$ cat src/include/term_timing_pkg.sv
// constants for the termination and write leveling timing block
package term_timing_pkg;
    // ----------------------------------------
    // clock
    // ----------------------------------------
    localparam int CLK_PERIOD_PS = 25000;
    // ----------------------------------------
    // termination hold, skew, leveling and relock counts, in clock cycles
    // ----------------------------------------
    localparam int TERM_HIGH_MIN_LONG_BURST = 6;
    localparam int TERM_HIGH_MIN_SHORT_BURST = 4;
    localparam int NOMINAL_TO_WRITE_SKEW_SUB = 2;
    localparam int WRITE_TO_NOMINAL_CHOP_CK = 4;
    localparam int WRITE_TO_NOMINAL_FULL_CK = 6;
    localparam int LEVEL_ENABLE_TO_FIRST_STROBE = 40;
    localparam int DLL_RELOCK_EXIT_CK = 10;
    // ----------------------------------------
    // nanosecond limits, in picoseconds as printed
    // ----------------------------------------
    localparam int ASYNC_TERM_OFF_MIN_PS = 2000;
    localparam int ASYNC_TERM_OFF_MAX_PS = 8500;
    localparam int LEVEL_FEEDBACK_DELAY_MAX_PS = 9000;
    localparam int LEVEL_FEEDBACK_ERROR_MAX_PS = 2000;
    // minimum rounds up, maximum rounds down, ASYNC_OFF_CYC and FEEDBACK_CYC floored at one cycle
    localparam int ASYNC_OFF_MIN_CYC_RAW = (ASYNC_TERM_OFF_MIN_PS + CLK_PERIOD_PS - 1) / CLK_PERIOD_PS;
    localparam int ASYNC_OFF_MAX_CYC_RAW = ASYNC_TERM_OFF_MAX_PS / CLK_PERIOD_PS;
    localparam int ASYNC_OFF_CYC = (ASYNC_OFF_MIN_CYC_RAW < 1) ? 1 : ASYNC_OFF_MIN_CYC_RAW;
    localparam int FEEDBACK_MAX_CYC_RAW = LEVEL_FEEDBACK_DELAY_MAX_PS / CLK_PERIOD_PS;
    localparam int FEEDBACK_CYC = (FEEDBACK_MAX_CYC_RAW < 1) ? 1 : FEEDBACK_MAX_CYC_RAW;
    // ----------------------------------------
    // termination state codes and widths
    // ----------------------------------------
    localparam int LAT_W = 5;
    localparam logic [1:0] TERM_OFF = 2'h0;
    localparam logic [1:0] TERM_NOMINAL = 2'h1;
    localparam logic [1:0] TERM_WRITE = 2'h3;
endpackage : term_timing_pkg

$ cat src/term_delay_line.sv
// shift register delaying the write-termination window by a programmable count
`timescale 1ns/1ps
module term_delay_line #(
    parameter int DEPTH = 32
) (
    input wire logic sys_clk,
    input wire logic rst_n,
    input wire logic in_bit,
    input wire logic [4:0] tap,
    output logic out_bit
);
    logic [DEPTH-1:0] line_q;
    logic [DEPTH-1:0] line_d;
    logic out_d;
    logic out_q;

    // shift in and pick the tap
    always_comb begin
        line_d = {line_q[DEPTH-2:0], in_bit};
        out_d = line_q[tap];
    end

    // register line and selected output
    always_ff @(posedge sys_clk or negedge rst_n) begin
        if (!rst_n) begin
            line_q <= '0;
            out_q <= 1'b0;
        end else begin
            line_q <= line_d;
            out_q <= out_d;
        end
    end

    assign out_bit = out_q;
endmodule : term_delay_line

$ cat src/term_level_timing.sv
// device-side termination switching and write leveling feedback timing
// Operation
// - write termination starts write latency minus two cycles after the write.
// - chop write returns to nominal four cycles plus turn-off latency after reference.
// - full write returns to nominal six cycles plus turn-off latency after reference.
// - asynchronous termination turns off between two and eight and a half ns; the code drops it one 25 ns clock after the synchronised control falls.
// - leveling feedback appears within nine ns of each strobe rising edge; the code shows it two 25 ns clocks after the synchronised edge.
// - leveling feedback may be uncertain up to two ns before settling.
// - cycle limits count actual clock periods, one per edge.
// - turn-off spans from starting removal until the buffer is high impedance.
`timescale 1ns/1ps
module term_level_timing #(
    parameter int LAT_W = term_timing_pkg::LAT_W
) (
    input wire logic sys_clk,
    input wire logic resetn,
    input wire logic term_ctl,
    input wire logic write_cmd,
    input wire logic write_chop,
    input wire logic dll_off_pd,
    input wire logic dyn_term_en,
    input wire logic [LAT_W-1:0] write_latency,
    input wire logic [LAT_W-1:0] sync_term_off_latency,
    input wire logic level_en,
    input wire logic strobe,
    input wire logic clk_level,
    output logic [1:0] term_state,
    output logic term_hiz,
    output logic level_feedback,
    output logic level_feedback_valid
);
    // ----------------------------------------
    // reset release and input synchronisers
    // ----------------------------------------
    logic [1:0] rst_sync_q;
    logic rst_n;
    always_ff @(posedge sys_clk or negedge resetn) begin
        if (!resetn) begin
            rst_sync_q <= 2'h0;
        end else begin
            rst_sync_q <= {rst_sync_q[0], 1'b1};
        end
    end
    assign rst_n = rst_sync_q[1];

    // two flops on each of the seven control inputs; dyn_term_en and the latency inputs are used unsynchronised
    localparam int NIN = 7;
    logic [NIN-1:0] raw_in;
    logic [NIN-1:0] s1_q;
    logic [NIN-1:0] s2_q;
    assign raw_in = {term_ctl, write_cmd, write_chop, dll_off_pd, level_en, strobe, clk_level};
    always_ff @(posedge sys_clk or negedge rst_n) begin
        if (!rst_n) begin
            s1_q <= '0;
            s2_q <= '0;
        end else begin
            s1_q <= raw_in;
            s2_q <= s1_q;
        end
    end
    logic ctl_s, wr_s, chop_s, pd_s, lvl_s, dqs_s, ck_s;
    assign {ctl_s, wr_s, chop_s, pd_s, lvl_s, dqs_s, ck_s} = s2_q;

    // ----------------------------------------
    // dynamic termination sequencing
    // ----------------------------------------
    logic [LAT_W-1:0] on_tap;
    logic [4:0] on_tap5;
    logic [4:0] hold_len;
    logic chop_len_q, chop_len_d;
    logic wr_fire;
    logic wr_window;
    // start skew is write latency minus two, floored at zero
    assign on_tap = (write_latency > LAT_W'(term_timing_pkg::NOMINAL_TO_WRITE_SKEW_SUB)) ?
        write_latency - LAT_W'(term_timing_pkg::NOMINAL_TO_WRITE_SKEW_SUB) : '0;
    assign on_tap5 = 5'(on_tap);
    assign wr_fire = wr_s & ctl_s & dyn_term_en;

    term_delay_line #(.DEPTH(32)) u_delay (
        .sys_clk(sys_clk),
        .rst_n(rst_n),
        .in_bit(wr_fire),
        .tap(on_tap5),
        .out_bit(wr_window)
    );

    // window length: 4 or 6 cycles plus turn-off latency after reference point
    assign hold_len = chop_len_q ? 5'(term_timing_pkg::WRITE_TO_NOMINAL_CHOP_CK) + 5'(sync_term_off_latency)
                                 : 5'(term_timing_pkg::WRITE_TO_NOMINAL_FULL_CK) + 5'(sync_term_off_latency);

    logic [4:0] wcnt_q, wcnt_d;
    logic [1:0] term_q, term_d;
    logic hiz_q, hiz_d;
    logic [3:0] aoff_q, aoff_d;

    // next termination state
    always_comb begin
        chop_len_d = chop_len_q;
        wcnt_d = wcnt_q;
        term_d = term_q;
        hiz_d = hiz_q;
        aoff_d = aoff_q;
        if (wr_fire) begin
            chop_len_d = chop_s;
        end
        if (wr_window) begin
            wcnt_d = hold_len;
        end else if (wcnt_q != 5'h00) begin
            wcnt_d = wcnt_q - 5'h01;
        end
        if (pd_s) begin
            // asynchronous path: drop after fixed off delay
            if (ctl_s) begin
                aoff_d = 4'(term_timing_pkg::ASYNC_OFF_CYC);
                term_d = term_timing_pkg::TERM_NOMINAL;
                hiz_d = 1'b0;
            end else if (aoff_q > 4'h1) begin
                aoff_d = aoff_q - 4'h1;
            end else begin
                aoff_d = 4'h0;
                term_d = term_timing_pkg::TERM_OFF;
                hiz_d = 1'b1;
            end
        end else begin
            aoff_d = 4'h0;
            if (wr_window || (wcnt_q > 5'h01)) begin
                term_d = term_timing_pkg::TERM_WRITE;
                hiz_d = 1'b0;
            end else if (ctl_s) begin
                term_d = term_timing_pkg::TERM_NOMINAL;
                hiz_d = 1'b0;
            end else begin
                term_d = term_timing_pkg::TERM_OFF;
                hiz_d = 1'b1;
            end
        end
    end

    // register termination state
    always_ff @(posedge sys_clk or negedge rst_n) begin
        if (!rst_n) begin
            chop_len_q <= 1'b0;
            wcnt_q <= 5'h00;
            term_q <= term_timing_pkg::TERM_OFF;
            hiz_q <= 1'b1;
            aoff_q <= 4'h0;
        end else begin
            chop_len_q <= chop_len_d;
            wcnt_q <= wcnt_d;
            term_q <= term_d;
            hiz_q <= hiz_d;
            aoff_q <= aoff_d;
        end
    end
    assign term_state = term_q;
    assign term_hiz = hiz_q;

    // ----------------------------------------
    // write leveling feedback
    // ----------------------------------------
    typedef enum logic [1:0] {LV_IDLE = 2'h0, LV_WAIT = 2'h1, LV_SHOW = 2'h3} lv_state_t;
    lv_state_t lv_q, lv_d;
    logic dqs_prev_q, dqs_prev_d;
    logic fb_q, fb_d;
    logic fbv_q, fbv_d;
    logic [3:0] fcnt_q, fcnt_d;
    logic samp_q, samp_d;

    // sample clock level on strobe rise, show after fixed delay
    always_comb begin
        lv_d = lv_q;
        dqs_prev_d = dqs_s;
        fb_d = fb_q;
        fbv_d = fbv_q;
        fcnt_d = fcnt_q;
        samp_d = samp_q;
        unique case (lv_q)
            LV_IDLE: begin
                fbv_d = 1'b0;
                if (lvl_s && dqs_s && !dqs_prev_q) begin
                    samp_d = ck_s;
                    fcnt_d = 4'(term_timing_pkg::FEEDBACK_CYC);
                    lv_d = LV_WAIT;
                end
            end
            LV_WAIT: begin
                // output held invalid through the error window
                fbv_d = 1'b0;
                if (fcnt_q > 4'h1) begin
                    fcnt_d = fcnt_q - 4'h1;
                end else begin
                    fb_d = samp_q;
                    fbv_d = 1'b1;
                    lv_d = LV_SHOW;
                end
            end
            LV_SHOW: begin
                if (!lvl_s) begin
                    fbv_d = 1'b0;
                    lv_d = LV_IDLE;
                end else if (dqs_s && !dqs_prev_q) begin
                    // drop valid so the error window never shows as settled
                    fbv_d = 1'b0;
                    samp_d = ck_s;
                    fcnt_d = 4'(term_timing_pkg::FEEDBACK_CYC);
                    lv_d = LV_WAIT;
                end
            end
            default: lv_d = LV_IDLE;
        endcase
    end

    // register leveling state
    always_ff @(posedge sys_clk or negedge rst_n) begin
        if (!rst_n) begin
            lv_q <= LV_IDLE;
            dqs_prev_q <= 1'b0;
            fb_q <= 1'b0;
            fbv_q <= 1'b0;
            fcnt_q <= 4'h0;
            samp_q <= 1'b0;
        end else begin
            lv_q <= lv_d;
            dqs_prev_q <= dqs_prev_d;
            fb_q <= fb_d;
            fbv_q <= fbv_d;
            fcnt_q <= fcnt_d;
            samp_q <= samp_d;
        end
    end
    assign level_feedback = fb_q;
    assign level_feedback_valid = fbv_q;

    // ----------------------------------------
    // checks
    // ----------------------------------------
    a_write_term_entry: assert property (@(posedge sys_clk) disable iff (!rst_n)
        (wr_window && !pd_s) |=> term_q == term_timing_pkg::TERM_WRITE)
        else $error("write termination not entered");
    a_window_reload: assert property (@(posedge sys_clk) disable iff (!rst_n)
        (wr_window && !chop_len_q) |=> wcnt_q == 5'(term_timing_pkg::WRITE_TO_NOMINAL_FULL_CK) + 5'(sync_term_off_latency))
        else $error("full burst window length wrong");
    a_chop_reload: assert property (@(posedge sys_clk) disable iff (!rst_n)
        (wr_window && chop_len_q) |=> wcnt_q == 5'(term_timing_pkg::WRITE_TO_NOMINAL_CHOP_CK) + 5'(sync_term_off_latency))
        else $error("chop window length wrong");
    a_async_off: assert property (@(posedge sys_clk) disable iff (!rst_n)
        (pd_s && !ctl_s)[*3] |=> hiz_q && term_q == term_timing_pkg::TERM_OFF)
        else $error("async termination not off in time");
    a_hiz_off: assert property (@(posedge sys_clk) disable iff (!rst_n)
        hiz_q |-> term_q == term_timing_pkg::TERM_OFF)
        else $error("high impedance with termination on");
    a_feedback_time: assert property (@(posedge sys_clk) disable iff (!rst_n)
        (lv_q != LV_WAIT && lvl_s && dqs_s && !dqs_prev_q) |=> ##[0:1] fbv_q)
        else $error("leveling feedback late");
    a_feedback_hold: assert property (@(posedge sys_clk) disable iff (!rst_n)
        (lv_q == LV_WAIT) |-> !fbv_q)
        else $error("feedback valid inside error window");
endmodule : term_level_timing

$ cat config.mk
export PLATFORM = sky130hd
export DESIGN_NAME = term_level_timing
export DESIGN_NICKNAME = d
export VERILOG_FILES = /design/src/include/term_timing_pkg.sv /design/src/term_delay_line.sv /design/src/term_level_timing.sv
export SDC_FILE = /design/constraint.sdc
export NUM_CORES = 1
export LEC_CHECK = 0
export BUFFER_PORTS_ARGS = -buffer_cell sky130_fd_sc_hd__buf_2
export CAP_MARGIN = 25
export CORE_ASPECT_RATIO = 0.7
export CORE_MARGIN = 4
export CORE_UTILIZATION = 52
export DETAILED_ROUTE_END_ITERATION = 12
export GPL_ROUTABILITY_DRIVEN = 0
export PLACE_DENSITY = 0.74
export SYNTH_ARGS = -nofsm -noshare
export SYNTH_HDL_FRONTEND = slang
export SYNTH_SLANG_ARGS = --single-unit
export TNS_END_PERCENT = 100
$ cat constraint.sdc
create_clock -name sys_clk -period 2.2 [get_ports sys_clk]
set_input_delay 0.11 -clock sys_clk [delete_from_list [all_inputs] [get_ports sys_clk]]
set_output_delay 0.11 -clock sys_clk [all_outputs]
set_load 0.02 [all_outputs]
# == Word-level counts from Yosys, hierarchy flattened ==
# Cells that the tools add are included.
# word_totals
reg_bits,72
latch_bits,0
ramBits,0
romBits,0
input_bits,20
output_inout_bits,5
elab_cells,91
memories,0
# classes
add_sub_neg,6
n_mul,0
n_div,0
magnitude_cmp,5
n_eq_ne,9
n_shift,0
n_mux,37
bitwise,3
reduce_logical,15
# op_table
cell,n
two-way mux 4 bit,7
two-way mux 5 bit,4
two-way mux 2 bit,8
two-way mux 1 bit,13
case mux 4 bit (3 select lines),1
adder 3 x 5 -> 5 bit (first input constant),2
!= test 2 bit (second input constant),5
greater-than comparator 4 x 1 -> 1 bit (second input constant),2
subtractor 4 x 1 -> 4 bit (second input constant),2
less-than comparator 5 x 6 -> 1 bit (second input constant),1
!= test 3 bit (second input constant),2
case mux 2 bit (3 select lines),1
binary-select mux 1 bit (select 5 bit),1
greater-than comparator 5 x 1 -> 1 bit (second input constant),1
greater-than comparator 5 x 2 -> 1 bit (second input constant),1
AND reduction 5 bit,1
nonzero test 5 bit,1
subtractor 5 x 1 -> 5 bit (second input constant),1
subtractor 5 x 2 -> 5 bit (second input constant),1
AND reduction 2 bit,2
AND reduction 4 bit,1
nonzero test 2 bit,2
logical AND 1 bit,3
case mux 1 bit (3 select lines),1
10 further kinds,11

# == Logic depth before layout (Yosys ltp) ==
# depth
word_depth,5
mapped_depth,9
mapped_depth_nobuf,8

# == By module ==
# Synthesis repeated with hierarchy kept, for this count alone.
# unflattened
cells_unflattened,232
area_unflattened_um2,3001.6
# by_module_without_submodules
module,instances,cells_each,area_per_inst_um2,seq_area_each_um2
term_level_timing,1,158,1850.5,977.2
term_delay_line,1,74,1151.1,825.8

# == Least setup slack after synthesis ==
# Ideal clock, no wire load.
# synth_path
path_type,input to register
start,in write_latency[1]
end,reg u_delay.out_q (netlist: u_delay.out_bit)
setup_ns,0.135
arrival_ns,2.154
required_time_ns,2.065
path_slack_ns,-0.089
path_stages,9
path_buffers,1
cell_sequence,clkbuf_1 > inv_1 > ha_1 > or3b_4 > nand2_4 > mux4_2 > and2_1 > a2111oi_2 > a211oi_1
# synth_between
elab_chain_cells,4
elab_cells_between_ends,5
cone_classes,add/sub (1); order compare (1); mux (3)
# synth_rtl
element,line_no,rtl
from (decl),term_level_timing.sv:22,"input wire logic [LAT_W-1:0] write_latency,"
subtractor 5 x 2 -> 5 bit / greater-than comparator 5 x 2 -> 1 bit (equally long branches),"term_level_timing.sv:75, term_level_timing.sv:74",
two-way mux 5 bit (*),term_level_timing.sv:74,assign on_tap = (write_latency > LAT_W'(term_timing_pkg::NOMINAL_TO_WRITE_SKEW_SUB)) ?
binary-select mux 1 bit (select 5 bit) (*),term_delay_line.sv:20,out_d = line_q[tap];
two-way mux 1 bit (implied by the code) (*),term_delay_line.sv:20,
via u_delay.out_d,term_delay_line.sv:14,logic out_d;
to (signal assigned),term_delay_line.sv:30,out_q <= out_d;
to (decl),term_delay_line.sv:15,logic out_q;
# The timed path passes the listed nets; every way through them passes the cells marked *. The select of a mux whose other input is x is not followed.
# A chain may end at the register's enable or synchronous reset.

# == Final worst setup path ==
# Same ends and word-level chain as after synthesis.

==> impl_results.md <==
- Status: completed
- Synth Area in Compound Gates: 10.3%
- Wirelength per Cell: 13.5 µm
- N_diodes: 0
- First-pass GRT wire length: 8.78 mm
- CP max stage delay: 0.50 ns
- Unrepaired setup endpoints after global routing: no
- Io pins: 25
- Xor and xnor area share after synthesis: 3.04%
- Post-synthesis async set-or-reset flop share: 100%
- Worst EP arrival: 2.09 ns
- Final Skew: 0.00649 ns
- Setup violations, final: 0
- Final-stage net count: 313
- Register area share after synthesis: 62.6%
- Total of max-cap violations: 0
- Mapped Nets: 265
- Die area: 6810 µm²
- Post-synthesis instance area: 2880 µm²
- Layout area overhead: 19.1%
- Die X-Extent: 97.0 µm
- Simple-Gate Fraction of Synth Area: 11.2%
- Hold violation count in the final report: 0
- Initial DRC Count: 130
- Max Buffers Root-to-Sink: 2
- FP Rows: 22
- CTS H-tree depth: 3
- Crit-path slowest cell: mux4_2
- Ys flop type: dfrtp_1
- Initial antenna violation count: 0
- CTS Hold Bufs: 8
- CP cell instances: buf_2 > inv_2 > ha_2 > or3b_4 > nand2_4 > mux4_2 > and2_1 > a2111oi_2 > a211oi_1
- Clock power frac: 29.7%
- Worst ir drop on vdd: 572 µV
- Largest family of logic cells by synthesized area: simple AND/OR/NAND/NOR gates
- Delay-heaviest family, CP: simple AND/OR/NAND/NOR gates
- Place WS: -0.0156 ns
- Post-synthesis register bit count: 72
- Adder-cell share of the synthesized area: 4.78%
- Die Span Y: 70.3 µm
- Fill cells: 387
- DRT Wirelength: 4.84 mm
- Type of the worst setup path: in2reg
- GR peak layer: met1
- CTS resizes: 0
- Crit path buf inv count: 2
- Most frequent cells after synthesis: 71 x dfrtp_1, 20 x nor2_1, 16 x inv_1
- DRC viols: 0
- Sw power: 992 µW
- Post-synth EDFFs: 0
- Pwr Density: 986 nW/µm²
- Hold Path Cell Cnt: 3
- Sw Ratio: 29.3%
- Maximum clock frequency: 529 MHz
- Post-route ant nets: 0
- Met3 Use GR: 6.39%
- Leakage: 1.65 nW
- Mux share of post-synthesis cell area: 5.34%
- CTS tree: built
- WP depth: 9
- Worst Hold Slack: 0.0119 ns
- Placed insts: 335
- Core ar.: 5310 µm²
- Final Max Slew Viols: 0
- CP endpoint kind: flop
- DR vias/cell: 5.15
- Initial Utilization: 54.2%
- P_int: 2.39 mW
- Post-synth cell types: 45
- M1 GR Usage: 24.1%
- Top-count cell post-synth: dfrtp_1
- Non-filler cells, final: 359
- Grt total ovfl: 0
- Clock sink count: 72
- Overall power: 3.38 mW
- Ratio of final minimum period to clock period: 86.0%
- Worst-path clk slew: 0.07 ns
- Synth top area cells: dfrtp_1 62%, ha_1 4.8%, nor2_1 2.6%, xnor2_1 2.4%, mux2i_1 2.1%
- R2R cell count: 4
- Setup WS post-layout: 0.309 ns
- Leading area contributor after synthesis: dfrtp_1
- Tmin final: 1.89 ns
- Comb power frac: 21.0%
- Met2 Track Usage GR: 21.9%
- PortBufs: 24
- Syn Inst Count: 234
- Hold Path Class: in2reg
- Crit-path max FO: 3
- Detailed Place HPWL: 3.36 mm
- Total number of vias: 1848
- Syn avg cell area: 12.3 µm²
- Share of cells above drive strength 1: 20.9%
- Design area: 3430 µm²
- Later-pin clock latency in the skew report: 0.34 ns
- Drt pass-1 iters: 4
- CTS buffer count: 9
- Placed Area: 3150 µm²
- Pin count of the biggest net entering global routing: 71
- Post-CTS Setup Inserts: 0
- Critical path data required time: 2.40 ns
- Synth top area share: 61.7%
- Clk root buf: clkbuf_8
- Vias in the first global route: 1833
- Number of synthesis warnings: 0
- Total GRT Usage: 16.4%
- Startpoint types: primary input
- Register share of total power: 49.3%
==> metal layers <==
| layer | vias to the layer above | wire length, µm |
|---|---|---|
| li1 | 911 | - |
| met1 | 893 | 2590 |
| met5 | - | 0 |
| met2 | 39 | 1960 |
| met3 | 5 | 241 |
| met4 | 0 | 51 |
==> worst register-to-register path, cell delays in order (launching register included) <==
cell,delay [ns]
dfrtp_1,0.37
mux4_2,0.47
and2_1,0.18
a2111oi_2,0.36
a211oi_1,0.10
==> state kept, by name (all words and copies together) (netlist names) <==
signal                cells
chop_len_q                1
u_delay.line_q           32
samp_q                    1
dqs_prev_q                1
term_hiz                  1
wcnt_q                    5
aoff_q                    4
rst_sync_q                2
lv_q                      2
level_feedback            1
term_state                2
u_delay.out_bit           1
fcnt_q                    4
s1_q                      7
level_feedback_valid      1
s2_q                      7
==> power by group through the flow <==
stage | Sequential (mW) | Clock [mW] | Combinational (mW)
after floorplan | 1.69 | 0 | 0.483
after global placement | 1.69 | 0 | 0.679
after CTS | 1.67 | 1.04 | 0.725
after global routing | 1.70 | 1.10 | 0.823
after detailed placement | 1.69 | 0 | 0.713
final | 1.67 | 1.00 | 0.712
==> logic make-up after synthesis <==
kind of cell    count (synthesis)
flops                          72
simple gates                   64
xor+xnor                       10
mux                            12
other cells                     1
compound gates                 45
buf+inv                        19
fa+ha+maj                      11
==> cell type report <==
cell class | count | area [µm²] | share of cell area (%)
flip-flops and latches | 72 | 1800 | 52.6
clock inverters | 5 | 56.3 | 1.64
clock buffers | 11 | 141 | 4.12
inverters | 16 | 60.1 | 1.75
repair buffers | 40 | 273 | 7.95
multi-input cells | 143 | 1000 | 29.3
well taps | 72 | 90.1 | 2.63
==> metrics by stage <==
stage / util [%] / TNS, ns
final: 64.6 / 0
after detailed placement: 59.3 / -0.0156
after global routing: 64.6 / 0
after CTS: 64.6 / 0
after floorplan: - / 0
after global placement: 59.3 / 0
==> path summary, 6_finish.rpt <==
kind                                               from                         to  slack [ns]
setup / recovery                       write_latency[1]  u_delay.out_bit$_DFF_PN0_        0.31
hold / removal                 sync_term_off_latency[0]      wcnt_q[0]$_DFFE_PN0P_        0.01
setup reg to reg           u_delay.line_q[30]$_DFF_PN0_  u_delay.out_bit$_DFF_PN0_        0.59
hold reg to reg                 rst_sync_q[1]$_DFF_PN0_          s1_q[1]$_DFF_PN0_        0.27
max in group asynchronous       rst_sync_q[1]$_DFF_PN0_       term_hiz$_DFFE_PN1P_        1.60
min in group asynchronous                        resetn    rst_sync_q[1]$_DFF_PN0_        0.09
==> layout by cell type (no fill, tap or decap), types with 9 or more instances in the layout <==
cell type  instances
a21oi_1           11
buf_2             24
clkbuf_8          10
dfrtp_1           70
ha_1              10
inv_1             15
nand2_1           14
nor2_1            20
nor3_1             9
o21ai_0            9
No activity file was read; power rests on OpenSTA's default activity.
